$ cat src/inc/nic_pkg.sv
// Notes on behaviour
// Clock-fail and supply-warn requests need their own enable and an unmasked core.
// Four software levels let higher-level requests pre-empt lower-level routines.
// Sixteen fixed vectors at the top of memory, ordered by hardware priority.
// Current level lives in two condition-code bits, positions five and three.
// Codes: level0=10, level1=01, level2=00, level3=11; level 3 masks all.
// Servicing waits for the current instruction to finish.
// Entry stacks program counter, index, accumulator and condition code.
// Maskable entry loads level bits from the vector's stored priority.
// After stacking, the program counter takes the vector, then fetch begins.
// Return pops the level bits so the interrupted level resumes.
// Highest software level wins; ties go to the higher hardware priority.
// Unserviced requests stay latched until they become the highest.
// Reset and trap rank above every maskable source.
// Non-maskables ignore level bits; trap stacks, reset does not; level 3.
// Non-maskable sources wake the core from halt.
// The trap instruction raises the trap source, serviced like others.
// Reset wins overall; its routine runs at level 3.
// Maskable taken only if enabled and above current level, else pending.
// Pin interrupts wake from halt; sensitivity set by software.
// Edge-triggered pin requests latch and clear on routine entry.
// Selected pins sharing one line are combined by OR.
// Hardware order fixed; nested mode pre-empts, concurrent mode does not.
// Writing the level-0 code to a priority field keeps the old value.
// Vector and take request offered at a boundary; core acks after stacking.
package nic_pkg;
   localparam int NVEC = 14;   // maskable vectors
   localparam int NGRP = 4;    // external pin groups
   localparam int PPG  = 2;    // pins per group
   localparam int NPIN = NGRP * PPG;
   localparam int AW   = 3;    // word address width
   // register word indices
   localparam logic [AW-1:0] REG_SENSE  = 3'h4;
   localparam logic [AW-1:0] REG_PINSEL = 3'h5;
   localparam logic [AW-1:0] REG_SYSINT = 3'h6;
   localparam logic [AW-1:0] REG_STATUS = 3'h7;
   // system-integrity bit positions
   localparam int SYS_CF_FLAG = 1;
   localparam int SYS_CF_EN   = 2;
   localparam int SYS_SW_FLAG = 5;
   localparam int SYS_SW_EN   = 6;
   localparam int SYS_NEST    = 7;
   localparam logic [7:0] SYS_WMASK = 8'hc4;
   localparam logic [7:0] PRIO_RST  = 8'hff;
   localparam logic [7:0] PRIO3_RO  = 8'hf0;
   // level codes of the condition-code bits
   localparam logic [1:0] LVL0 = 2'h2;
   localparam logic [1:0] LVL1 = 2'h1;
   localparam logic [1:0] LVL2 = 2'h0;
   localparam logic [1:0] LVL3 = 2'h3;
   localparam int CC_HI_POS = 5;
   localparam int CC_LO_POS = 3;
   // vectors and source slots
   localparam logic [15:0] VEC_RESET = 16'hfffe;
   localparam logic [15:0] VEC_TRAP  = 16'hfffc;
   localparam logic [15:0] VEC_TOP   = 16'hfffa;
   localparam logic [3:0]  SRC_CLK   = 4'h1;
   localparam logic [3:0]  SRC_EXT   = 4'h2;
   localparam logic [3:0]  SRC_SUP   = 4'hc;
   localparam logic [NVEC-1:0] HALT_OK = 14'h003c;
   // pin sense field: bit0 rising, bit1 falling, 00 low level
   localparam int SNS_RISE_B = 0;
   localparam int SNS_FALL_B = 1;
   localparam logic [1:0] SNS_LOW = 2'h0;
   // entry kinds and bus timing
   localparam logic [1:0] K_MASK = 2'h0;
   localparam logic [1:0] K_TRAP = 2'h1;
   localparam logic [1:0] K_RST  = 2'h2;
   localparam logic [1:0] BUS_WAIT = 2'h1;
   localparam logic [3:0] DEPTH_MAX = 4'hf;

   typedef enum logic [0:0] {ST_IDLE, ST_TAKE} nic_state_t;

   // order of levels: level code to a comparable rank
   function automatic logic [1:0] nic_rank(input logic [1:0] c);
      case (c)
         LVL0:    nic_rank = 2'h0;
         LVL1:    nic_rank = 2'h1;
         LVL2:    nic_rank = 2'h2;
         default: nic_rank = 2'h3;
      endcase
   endfunction : nic_rank
endpackage : nic_pkg

$ cat src/inc/nic_arb_if.sv
// request set offered to the arbiter and the winner it returns
interface nic_arb_if;
   logic [nic_pkg::NVEC-1:0]   pend;
   logic [nic_pkg::NVEC-1:0]   allow;
   logic [2*nic_pkg::NVEC-1:0] prio;
   logic [1:0]                 cur;
   logic                       win_v;
   logic [3:0]                 win_idx;
   logic [1:0]                 win_lvl;
   modport arb (input pend, allow, prio, cur,
                output win_v, win_idx, win_lvl);
   modport ctl (output pend, allow, prio, cur,
                input win_v, win_idx, win_lvl);
endinterface : nic_arb_if

$ cat src/design/nic_top.sv
// Local design decisions: the placing of the registers and the Avalon-MM slave port.
module nic_top (
   input  wire logic                      clk_i,             // cpu clock
   input  wire logic                      rst_n_i,           // async reset
   input  wire logic [nic_pkg::AW-1:0]    avs_address_i,     // word addr
   input  wire logic                      avs_read_i,        // read
   input  wire logic                      avs_write_i,       // write
   input  wire logic [3:0]                avs_byteenable_i,  // lanes
   input  wire logic [31:0]               avs_writedata_i,   // wr data
   output logic [31:0]                    avs_readdata_o,    // rd data
   output logic                           avs_waitrequest_o, // stall
   input  wire logic [nic_pkg::NVEC-1:0]  per_irq_i,         // periph
   input  wire logic [nic_pkg::NPIN-1:0]  ext_pin_i,         // pins
   input  wire logic                      clock_fail_i,      // safe osc
   input  wire logic                      supply_warn_i,     // low vdd
   input  wire logic                      instr_boundary_i,  // insn end
   input  wire logic                      trap_exec_i,       // trap insn
   input  wire logic                      halt_i,            // halted
   input  wire logic                      core_ack_i,        // stacked
   input  wire logic                      return_from_irq_instr_i,            // return
   input  wire logic [1:0]                popped_level_i,    // popped cc
   input  wire logic                      cc_write_i,        // sw write
   input  wire logic [1:0]                cc_level_i,        // new bits
   output logic                           take_req_o,        // enter
   output logic [15:0]                    vector_o,          // vector
   output logic                           stack_ctx_o,       // push regs
   output logic [1:0]                     level_o,           // hi,lo bit
   output logic                           wake_o             // leave halt
);
   import nic_pkg::*;

   typedef struct packed {
      nic_state_t      st;
      logic [1:0]      kind;
      logic [1:0]      lvl;
      logic [1:0]      wlvl;
      logic [3:0]      idx;
      logic [15:0]     vec;
      logic [3:0]      depth;
      logic            take;
      logic            stack;
      logic            wake;
      logic            trap_p;
      logic            cf_p;
      logic            sw_p;
      logic [NGRP-1:0] ext_p;
      logic            cf_flag;
      logic            cf_d;
      logic            sw_d;
      logic [NPIN-1:0] pins_d;
      logic [7:0]      sense;
      logic [7:0]      pinsel;
      logic [7:0]      sysctl;
      logic [1:0]      bcnt;
      logic            bwait;
      logic [31:0]     rdata;
   } nic_top_st_t;

   // reset is the entry pending out of reset
   localparam nic_top_st_t S_RST = '{st: ST_TAKE, kind: K_RST,
                                     lvl: LVL3, wlvl: LVL3,
                                     vec: VEC_RESET, take: 1'b1,
                                     bwait: 1'b1, default: '0};

   nic_top_st_t         s_reg, s_next;
   nic_arb_if           arb ();
   logic [7:0]          mem_rdata;
   logic [2*NVEC-1:0]   prio;
   logic                mem_we;
   logic                wr_ok;
   logic                rd_ok;
   logic                entry;
   logic [NGRP-1:0]     grp_edge;
   logic [NGRP-1:0]     grp_low;
   logic [NVEC-1:0]     pend;
   logic [NVEC-1:0]     allow;
   logic [1:0]          eidx;
   logic [31:0]         rmux;

   // bus completes in the cycle waitrequest is low
   assign wr_ok  = avs_write_i && !s_reg.bwait;
   assign rd_ok  = avs_read_i && !s_reg.bwait;
   assign mem_we = wr_ok && avs_byteenable_i[0] &&
                   (avs_address_i < REG_SENSE);
   assign entry  = (s_reg.st == ST_TAKE) && core_ack_i;
   assign eidx   = 2'(s_reg.idx - SRC_EXT);

   // per-group sense; selected pins ORed
   for (genvar g = 0; g < NGRP; g++) begin : g_grp
      logic [PPG-1:0] sel;
      logic [PPG-1:0] now;
      logic [PPG-1:0] old;
      logic [1:0]     sns;
      assign sel = s_reg.pinsel[PPG*g +: PPG];
      assign now = ext_pin_i[PPG*g +: PPG];
      assign old = s_reg.pins_d[PPG*g +: PPG];
      assign sns = s_reg.sense[2*g +: 2];
      assign grp_low[g]  = (sns == SNS_LOW) && |(~now & sel);
      assign grp_edge[g] = (sns[SNS_RISE_B] && |(now & ~old & sel)) ||
                           (sns[SNS_FALL_B] && |(~now & old & sel));
   end

   // latched and level requests merged per slot
   always_comb begin
      pend = per_irq_i;
      // events gated by their own enable
      pend[SRC_CLK] = per_irq_i[SRC_CLK] |
                      (s_reg.cf_p & s_reg.sysctl[SYS_CF_EN]);
      pend[SRC_SUP] = per_irq_i[SRC_SUP] |
                      (s_reg.sw_p & s_reg.sysctl[SYS_SW_EN]);
      for (int g = 0; g < NGRP; g++) begin
         pend[int'(SRC_EXT) + g] = per_irq_i[int'(SRC_EXT) + g] |
                                   s_reg.ext_p[g] | grp_low[g];
      end
   end

   // concurrent mode blocks pre-emption while in a routine;
   // a halted core is woken only by sources that can leave halt
   always_comb begin
      allow = halt_i ? HALT_OK : {NVEC{1'b1}};
      if (!s_reg.sysctl[SYS_NEST] && s_reg.depth != 4'h0) begin
         allow = '0;
      end
   end

   assign arb.pend  = pend;
   assign arb.allow = allow;
   assign arb.prio  = prio;
   assign arb.cur   = s_reg.lvl;

   nic_arbiter u_arb (
      .a (arb.arb)
   );

   nic_prio_mem u_prio (
      .clk_i    (clk_i),
      .rst_n_i  (rst_n_i),
      .we_i     (mem_we),
      .addr_i   (avs_address_i[1:0]),
      .wdata_i  (avs_writedata_i[7:0]),
      .rdata_o  (mem_rdata),
      .levels_o (prio)
   );

   // read mux; status shows the level, nesting depth and pending set
   always_comb begin
      case (avs_address_i)
         REG_SENSE:  rmux = {24'h0, s_reg.sense};
         REG_PINSEL: rmux = {24'h0, s_reg.pinsel};
         REG_SYSINT: begin
            rmux = {24'h0, s_reg.sysctl};
            rmux[SYS_CF_FLAG] = s_reg.cf_flag;
            rmux[SYS_SW_FLAG] = supply_warn_i;
         end
         REG_STATUS: rmux = {12'h0, pend, s_reg.depth, s_reg.lvl};
         default:    rmux = {24'h0, mem_rdata};
      endcase
   end

   // next state of the whole block
   always_comb begin
      s_next = s_reg;
      s_next.pins_d = ext_pin_i;
      s_next.cf_d   = clock_fail_i;
      s_next.sw_d   = supply_warn_i;
      // trap or a halt-capable request wakes the core
      s_next.wake = halt_i && (s_reg.trap_p || |(pend & HALT_OK));

      // two wait cycles: priority bytes come from a registered memory
      if (!s_reg.bwait) begin
         s_next.bwait = 1'b1;
         s_next.bcnt  = 2'h0;
      end else if (avs_read_i || avs_write_i) begin
         s_next.bcnt = s_reg.bcnt + 2'h1;
         if (s_reg.bcnt == BUS_WAIT) begin
            s_next.bwait = 1'b0;
            s_next.rdata = rmux;
         end
      end
      if (wr_ok && avs_byteenable_i[0]) begin
         case (avs_address_i)
            REG_SENSE:  s_next.sense  = avs_writedata_i[7:0];
            REG_PINSEL: s_next.pinsel = avs_writedata_i[7:0];
            REG_SYSINT: s_next.sysctl = avs_writedata_i[7:0] & SYS_WMASK;
            default:    s_next.sense  = s_reg.sense;
         endcase
      end
      // a read clears the flag only once the main clock is back
      if (rd_ok && avs_address_i == REG_SYSINT && !clock_fail_i) begin
         s_next.cf_flag = 1'b0;
      end
      if (clock_fail_i) begin
         s_next.cf_flag = 1'b1;
      end

      case (s_reg.st)
         ST_IDLE: begin
            // decide only at an instruction boundary
            if (instr_boundary_i) begin
               // trap ranks above maskable sources
               if (s_reg.trap_p) begin
                  s_next.st    = ST_TAKE;
                  s_next.take  = 1'b1;
                  s_next.kind  = K_TRAP;
                  s_next.wlvl  = LVL3;
                  // trap stacks the context
                  s_next.stack = 1'b1;
                  s_next.vec   = VEC_TRAP;
               end else if (arb.win_v) begin
                  s_next.st    = ST_TAKE;
                  s_next.take  = 1'b1;
                  s_next.kind  = K_MASK;
                  s_next.wlvl  = arb.win_lvl;
                  s_next.idx   = arb.win_idx;
                  // maskable entry stacks the context
                  s_next.stack = 1'b1;
                  // slot order follows vector address
                  s_next.vec   = VEC_TOP - {11'h0, arb.win_idx, 1'b0};
               end
            end
         end
         ST_TAKE: begin
            // request and vector hold until the core acks
            if (core_ack_i) begin
               s_next.st    = ST_IDLE;
               s_next.take  = 1'b0;
               s_next.stack = 1'b0;
            end
         end
         default: s_next.st = ST_IDLE;
      endcase

      if (entry) begin
         // maskable entry takes the stored level;
         // non-maskables go to level 3
         s_next.lvl = (s_reg.kind == K_MASK) ? s_reg.wlvl : LVL3;
         // depth tracks nesting; reset starts from main
         if (s_reg.kind == K_RST) begin
            s_next.depth = 4'h0;
         end else if (s_reg.depth != DEPTH_MAX) begin
            s_next.depth = s_reg.depth + 4'h1;
         end
         if (s_reg.kind == K_TRAP) begin
            s_next.trap_p = 1'b0;
         end else if (s_reg.kind == K_MASK) begin
            // edge requests clear on entry
            if (s_reg.idx == SRC_CLK) begin
               s_next.cf_p = 1'b0;
            end
            if (s_reg.idx == SRC_SUP) begin
               s_next.sw_p = 1'b0;
            end
            if (s_reg.idx >= SRC_EXT &&
                s_reg.idx < SRC_EXT + 4'(NGRP)) begin
               s_next.ext_p[eidx] = 1'b0;
            end
         end
      end else if (return_from_irq_instr_i) begin
         // popped bits restore the previous level
         s_next.lvl = popped_level_i;
         if (s_reg.depth != 4'h0) begin
            s_next.depth = s_reg.depth - 4'h1;
         end
      end else if (cc_write_i) begin
         s_next.lvl = cc_level_i;
      end

      // new events are set after the clears so none is lost
      // trap instruction raises the trap source
      if (trap_exec_i) begin
         s_next.trap_p = 1'b1;
      end
      // latch only while the enable is set
      if (clock_fail_i && !s_reg.cf_d && s_reg.sysctl[SYS_CF_EN]) begin
         s_next.cf_p = 1'b1;
      end
      if ((supply_warn_i != s_reg.sw_d) && s_reg.sysctl[SYS_SW_EN]) begin
         s_next.sw_p = 1'b1;
      end
      s_next.ext_p = s_next.ext_p | grp_edge;
   end

   always_ff @(posedge clk_i or negedge rst_n_i) begin
      if (!rst_n_i) begin
         s_reg <= S_RST;
      end else begin
         s_reg <= s_next;
      end
   end

   // all outputs come straight from the state register
   assign avs_readdata_o    = s_reg.rdata;
   assign avs_waitrequest_o = s_reg.bwait;
   assign take_req_o        = s_reg.take;
   // vector for the core's fetch
   assign vector_o          = s_reg.vec;
   assign stack_ctx_o       = s_reg.stack;
   // level code as cc bits five and three
   assign level_o           = s_reg.lvl;
   assign wake_o            = s_reg.wake;
endmodule : nic_top

$ cat src/design/nic_prio_mem.sv
module nic_prio_mem (
   input  wire logic                     clk_i,    // cpu clock
   input  wire logic                     rst_n_i,  // async reset
   input  wire logic                     we_i,     // write strobe
   input  wire logic [1:0]               addr_i,   // priority byte
   input  wire logic [7:0]               wdata_i,  // write byte
   output logic [7:0]                    rdata_o,  // registered read
   output logic [2*nic_pkg::NVEC-1:0]    levels_o  // all fields
);
   import nic_pkg::*;

   typedef struct packed {
      logic [3:0][7:0] mem;
      logic [7:0]      rdata;
   } nic_mem_st_t;

   localparam nic_mem_st_t S_RST = '{mem: {4{PRIO_RST}}, rdata: 8'h00};

   nic_mem_st_t s_reg, s_next;
   logic [7:0]  merged;
   logic [31:0] flat;

   // level-0 writes kept out
   for (genvar f = 0; f < 4; f++) begin : g_fld
      assign merged[2*f +: 2] = (wdata_i[2*f +: 2] == LVL0) ?
                                s_reg.mem[addr_i][2*f +: 2] :
                                wdata_i[2*f +: 2];
   end

   // read data registered; the top nibble of the last byte stays set
   always_comb begin
      s_next = s_reg;
      s_next.rdata = s_reg.mem[addr_i];
      if (we_i) begin
         s_next.mem[addr_i] = (addr_i == 2'h3) ? (merged | PRIO3_RO)
                                               : merged;
      end
   end

   always_ff @(posedge clk_i or negedge rst_n_i) begin
      if (!rst_n_i) begin
         s_reg <= S_RST;
      end else begin
         s_reg <= s_next;
      end
   end

   assign flat     = s_reg.mem;
   assign levels_o = flat[2*NVEC-1:0];
   assign rdata_o  = s_reg.rdata;
endmodule : nic_prio_mem

$ cat src/design/nic_arbiter.sv
module nic_arbiter (
   nic_arb_if.arb a  // request set and winner
);
   import nic_pkg::*;

   logic [1:0] best;

   // software level first, ties to lower slot
   always_comb begin
      best      = nic_rank(a.cur);
      a.win_v   = 1'b0;
      a.win_idx = 4'h0;
      a.win_lvl = LVL0;
      // descending scan with >= lets the lower slot win a tie
      for (int n = NVEC - 1; n >= 0; n--) begin
         // only strictly above the current level
         if (a.pend[n] && a.allow[n] &&
             nic_rank(a.prio[2*n +: 2]) > nic_rank(a.cur) &&
             (!a.win_v || nic_rank(a.prio[2*n +: 2]) >= best)) begin
            a.win_v   = 1'b1;
            a.win_idx = 4'(n);
            a.win_lvl = a.prio[2*n +: 2];
            best      = nic_rank(a.prio[2*n +: 2]);
         end
      end
   end
endmodule : nic_arbiter

$ cat config.mk
export PLATFORM = sky130hd
export DESIGN_NAME = nic_top
export DESIGN_NICKNAME = d
export VERILOG_FILES = /design/src/inc/nic_pkg.sv /design/src/inc/nic_arb_if.sv /design/src/design/nic_top.sv /design/src/design/nic_prio_mem.sv /design/src/design/nic_arbiter.sv
export SDC_FILE = /design/constraint.sdc
export NUM_CORES = 1
export LEC_CHECK = 0
export ABC_CLOCK_PERIOD_IN_PS = 27200
export BUFFER_PORTS_ARGS = -buffer_cell sky130_fd_sc_hd__buf_2
export CAP_MARGIN = 20
export CORE_MARGIN = 4
export CORE_UTILIZATION = 35
export CTS_BUF_LIST = sky130_fd_sc_hd__clkbuf_16
export DETAILED_ROUTE_END_ITERATION = 12
export PLACE_DENSITY = 0.64
export SYNTH_ARGS = -nofsm -noshare
export SYNTH_HDL_FRONTEND = slang
export SYNTH_SLANG_ARGS = --single-unit
$ cat constraint.sdc
create_clock -name clk_i -period 27.2 [get_ports clk_i]
set_input_delay 4.08 -clock clk_i [delete_from_list [all_inputs] [get_ports clk_i]]
set_output_delay 4.08 -clock clk_i [all_outputs]
set_load 0.005 [all_outputs]
Yosys cells after proc, flatten, opt, wreduce, memory -nomap -nowiden
Index checks and enable logic that the tools add are counted.
Operators by class
  muxes and demuxes: 122
  magnitude comparators: 34
  reduce and logical (&&, ||, !) cells: 162
  eq/ne operators: 53
  bitwise operators: 45
  add/subtract/negate cells: 5
Operators with widths (number)
  $pmux W2 S3: 15
  $mux W2: 40
  $mux W4: 20
  $pmux W20 S4: 1
  $logic_and A1 B1 Y1: 68
  $eq A2 B2 Y1 const B: 21
  $and A2 B2 Y2: 20
  $logic_not A2 Y1: 20
  $mux W35: 1
  $eq A2 B1 Y1 const B: 17
  $mux W33: 1
  $bwmux W32: 1
  $gt A2 B2 Y1: 14
  $mux W14: 2
  $ge A2 B2 Y1: 13
  $mux W1: 24
  $mux W8: 3
  $reduce_bool A2 Y1: 12
  $reduce_or A2 Y1: 12
  $mux W22: 1
  $logic_or A1 B1 Y1: 19
  $logic_not A1 Y1: 17
  $bmux W8 S2: 1
  $demux W8 S2: 1
  other kinds (39): 77
Word-level totals
  register bits: 146
  output and inout bits: 54
  input port bits: 77
  logic and storage cells: 450

Logic depth before layout (Yosys ltp)
  word-level depth: 62
  mapped depth: 106
  gate-level depth less buffers: 103

Modules after synthesis
A second synthesis with hierarchy kept.
Second synthesis, totals
  cells, all modules: 908
  area total of the unflattened synthesis: 9276.4 um^2
Modules (own cells, without submodules)
  nic_top: area an instance 4292.9 um^2, sequential area each 2119.5 um^2, cells an instance 383, instances 1
  nic_arbiter: area an instance 2959.1 um^2, sequential area each 0.0 um^2, cells an instance 378, instances 1
  nic_prio_mem: area an instance 2024.4 um^2, sequential area each 1041.0 um^2, cells an instance 147, instances 1

Worst setup path before layout
Ideal clock, no wire load.
  kind: input-to-reg
  start point: input halt_i
  end point: register s_reg, in the netlist vector_o[4]
  data required time: 27.105 ns
  stages on the path: 98
  setup time: 0.095 ns
  path buffers: 4
  path slack: 5.117 ns
  arrival time: 21.988 ns
  cells stage by stage: a21o_1 -> clkbuf_1 -> or4_1 -> and2_1 -> ha_1 -> nor2b_1 -> maj3_1 -> a211o_1 -> a31oi_1 -> inv_1 -> ha_1 -> nand2b_1 -> a21oi_1 -> o21ai_0 -> nand2_1 -> mux2i_1 -> ha_1 -> inv_1 -> (+62 left out) -> a21boi_0 -> ha_1 -> nand2b_1 -> a21oi_1 -> a21oi_1 -> a21oi_1 -> a21o_1 -> ha_1 -> nand2b_1 -> a21oi_1 -> a21oi_1 -> or2_2 -> a211o_1 -> a21oi_1 -> ha_1 -> nor3b_1 -> a211oi_1 -> o21ai_1
On the way
  cells in the longest elaborated chain, start to end: 60
  elaborated cells between the ends (all ways): 120
  those cells by class: add/sub: 1; order compare: 13; mux: 45; reduce/logical: 61
RTL lines
  start: declaration: RTL line nic_top.sv:18  | input wire logic halt_i,
  $mux W14 (*): RTL line nic_top.sv:120  | allow = halt_i ? HALT_OK : {NVEC{1'b1}};
  $mux W14 (*): RTL line nic_top.sv:121  | if (!s_reg.sysctl[SYS_NEST] && s_reg.depth != 4'h0) begin
  $logic_and A1 B1 Y1 (2 in a row): RTL line nic_arbiter.sv:17  | if (a.pend[n] && a.allow[n] &&
  $mux W2 / $mux W1 (equally long branches): RTL line nic_arbiter.sv:17
  $ge A2 B2 Y1 / $logic_not A1 Y1 (equally long branches): RTL line nic_arbiter.sv:19  | (!a.win_v || nic_rank(a.prio[2*n +: 2]) >= best)) begin
  $logic_or A1 B1 Y1: RTL line nic_arbiter.sv:19
  $logic_and A1 B1 Y1: RTL line nic_arbiter.sv:18  | nic_rank(a.prio[2*n +: 2]) > nic_rank(a.cur) &&
  $mux W2 / $mux W1 (equally long branches): RTL line nic_arbiter.sv:17
  (+44 left out)
  $ge A2 B2 Y1 / $logic_not A1 Y1 (equally long branches): RTL line nic_arbiter.sv:19
  $logic_or A1 B1 Y1: RTL line nic_arbiter.sv:19
  $logic_and A1 B1 Y1: RTL line nic_arbiter.sv:18
  $mux W4 (*): RTL line nic_arbiter.sv:17
  named net arb.win_idx[2]: RTL line nic_arb_if.sv:8  | logic [3:0] win_idx;
  $sub A4 B6 Y7 (*): RTL line nic_top.sv:218  | s_next.vec = VEC_TOP - {11'h0, arb.win_idx, 1'b0};
  $mux W22 (*): RTL line nic_top.sv:209  | end else if (arb.win_v) begin
  $mux W16 (*): RTL line nic_top.sv:201  | if (s_reg.trap_p) begin
  end signal: assignment: RTL line nic_top.sv:287  | s_reg <= s_next;
  end: declaration: RTL line nic_top.sv:65  | nic_top_st_t s_reg, s_next;
The timed path passes the listed nets; every way through them passes the cells marked *. The select of a mux whose other input is x is not followed.
A chain may end at the register's enable or synchronous reset.

Worst setup path after layout
Same ends and word-level chain as after synthesis.

==> impl_metrics.ini <==
[outcome]
status = completed

[floorplanning]
core_region_area_sq_um = 24390
initial_core_util_pct = 35.78
num_rows = 57
fp.dieW_microns = 165.9
io_pins = 131
die_area_sq_um = 27520
die_h_microns = 165.9

[synthesis]
ys_seq_area_share_pct = 36.22
ys_ff_latch = 124
avgSynthCellArea_sq_um = 9.589
yosysWarningCount = 0
synthFlopType = dfrtp_1
yosys.cell_types.count = 78
netlist_instances = 910
synth_edf_count = 0
postSynth.asyncResetShare_pct = 100.0
syn_area_sq_um = 8726

[pwr]
p_total_mw = 1.285
ir_worst_vdd_uv = 53.17
cellLeakagePower_nw = 4.381
powerDensity_nw_per_um2 = 131.5

[worst_setup_path]
cp-start-kind = input port
max_stage_delay_ps = 800
crit_path_frequent_cell = ha_1
worstSetupPathType = input port to flip-flop
endpoint_kind = flip-flop
critPathRequiredTime_ps = 27530
cp_max_fo = 13
cp_data_arrival_time_ps = 24980
slowest_stage = a21oi_1

[placement]
dpl.hpwl_microns = 18060
pre_cts_ws_ps = 2408
placement.io_buffers = 90
gp_congestion = 0.8897

[route]
firstDrtPassIters = 5
vias = 6970
ant_nets = 0
routed_wl_microns = 23580
vias_per_cell = 5.370
wire_per_inst_microns = 18.16
drt-initial-drc-count = 494
drc = 0

[clock_network]
numCtsBuffers = 17
root_buffer = clkbuf_16
clock_path_buffers = 2
clock_latency_ps = 420
cts_setup_buffers = 0
hold_buffers = 0
clkSinkCount = 124
cts_tree = built
cts-resized-gates = 0
path_clk_slew_ps = 70
htree_levels = 4

[timing]
min_period_ps = 24650
fmax_mhz = 40.56
finalSetupTns_ps = 0
hold_ws_ps = 450.8
final-hold-violation-count = 0
tightest_slew_ps = 1057
setup_viol = 0
report.final.slew_viol_count = 0
setup_slack_ps = 2546
maxSlewHeadroom_pct = 29.26
period_share_pct = 90.64
skew_ps = 14.16
rsz0062_at_grt = no

[cells_and_area]
antenna_cells = 0
drive_gt1_share_pct = 24.85
layout.nets = 1118
syn_to_final_growth_pct = 11.97

[grt]
overflow = 0
antenna_found_initial = 0
grt_pass1_wl_microns = 37890
grt_pass1_vias = 6754
grt_max_degree = 78
track_usage_pct = 17.10

[job]
max-cap-violations = 0

[hold_path]
min-delay-path-class = flip-flop to flip-flop
## final timing paths
kind,start,endpoint,slack (ps),cells past startpoint
max,halt_i,vector_o[4]$_DFFE_PN1P_,2550,95
min,s_reg[68]$_DFF_PN0_,s_reg[75]$_DFFE_PN0P_,450,1
max reg2reg,level_o[0]$_DFFE_PN1P_,vector_o[4]$_DFFE_PN1P_,4480,98
min reg2reg,s_reg[68]$_DFF_PN0_,s_reg[75]$_DFFE_PN0P_,450,1
max in group asynchronous,rst_n_i,u_prio.rdata_o[2]$_DFF_PN0_,22110,2
min in group asynchronous,rst_n_i,s_reg[33]$_DFFE_PN0P_,3690,1
## kinds of logic (layout without fill, tap and decap cells)
kind of cell,after synthesis,count (layout),share of synthesized area (%)
mux,63,63,9.679
fa+ha+maj,82,82,11.70
buf+inv,119,171,7.399
simple gates,271,271,15.10
other cells,1,13,0.04298
flops,124,124,36.22
xor+xnor,1,1,0.1004
compound gates,249,249,19.76
## cell usage after synthesis (all sizes together), types with 8 or more instances
library cell  number  area [sq um]
nand2             90         337.8
ha                80          1001
dfrtp             78          1952
o21ai             65         325.3
nor2              64         240.2
buf               56         409.1
dfstp             46          1209
inv               45         168.9
a21oi             40         200.2
mux2              38         427.9
nor2b             28         175.2
a22o              19         166.4
clkbuf            18         67.56
nand2b            17         106.4
o211ai            15         112.6
nor3              14         75.07
mux4              13         292.8
nand3             13         65.06
mux2i             12         123.9
or2               12         77.57
a211oi            11         87.58
a22oi             11         82.58
and2              10         62.56
o22ai             10         62.56
o21a               9         67.56
a21o               8         60.06
o31ai              8         60.06
## placed cells by master, fill, tap and decap left out, types with 13 or more instances in the layout
cell type,instances
mux4_2,13
dfrtp_1,78
nand2_1,90
a21oi_1,40
nand3_1,13
a22o_1,19
o211ai_1,15
nor2_1,64
conb_1,13
nor3_1,13
mux2_2,38
dfstp_2,46
buf_2,89
ha_1,80
o21ai_0,61
inv_1,47
nor2b_1,28
nand2b_1,17
clkbuf_16,17
## layer usage
metal,track usage [%],wire length [microns]
met1,22.76,10700
met2,27.70,10960
met3,3.309,1197
met4,6.456,719
met5,0,0
## area by class of cell
class / count / area, sq um
tap: 324 / 405.4
inverter: 45 / 168.9
clock inverter: 15 / 157.7
timing repair buffer: 94 / 483.0
clock buffer: 17 / 425.4
fill: 2404 / 14620
sequential: 124 / 3161
multi-input combinational: 679 / 4970
## worst max-delay path, delay by kind of cell
family,cells,cell delay (ps)
and+or+nand+nor,30,5650
adders and majority gates,16,4470
muxes,1,360
AOI/OAI and AO/OA,41,9800
buffers and inverters,7,640
## through the flow
stage | std cells | area [sq um] | utilization [%]
2_1_floorplan | 922 | 8771 | -
3_3_place_gp | 1266 | 9188 | 37.67
3_5_place_dp | 1266 | 9188 | 37.67
4_1_cts | 1298 | 9771 | 40.06
5_1_grt | 1298 | 9771 | 40.06
6_report | 1298 | 9771 | 40.06
## power by group
part           total (mW)  switching [mW]  internal, mW  leakage, nW
registers           0.320          0.0605         0.259         1.47
logic               0.736           0.427         0.309         2.62
clock network       0.229          0.0864         0.142        0.290
total                1.29           0.574         0.711         4.38
Note: power is estimated with default switching activity, not from simulation.
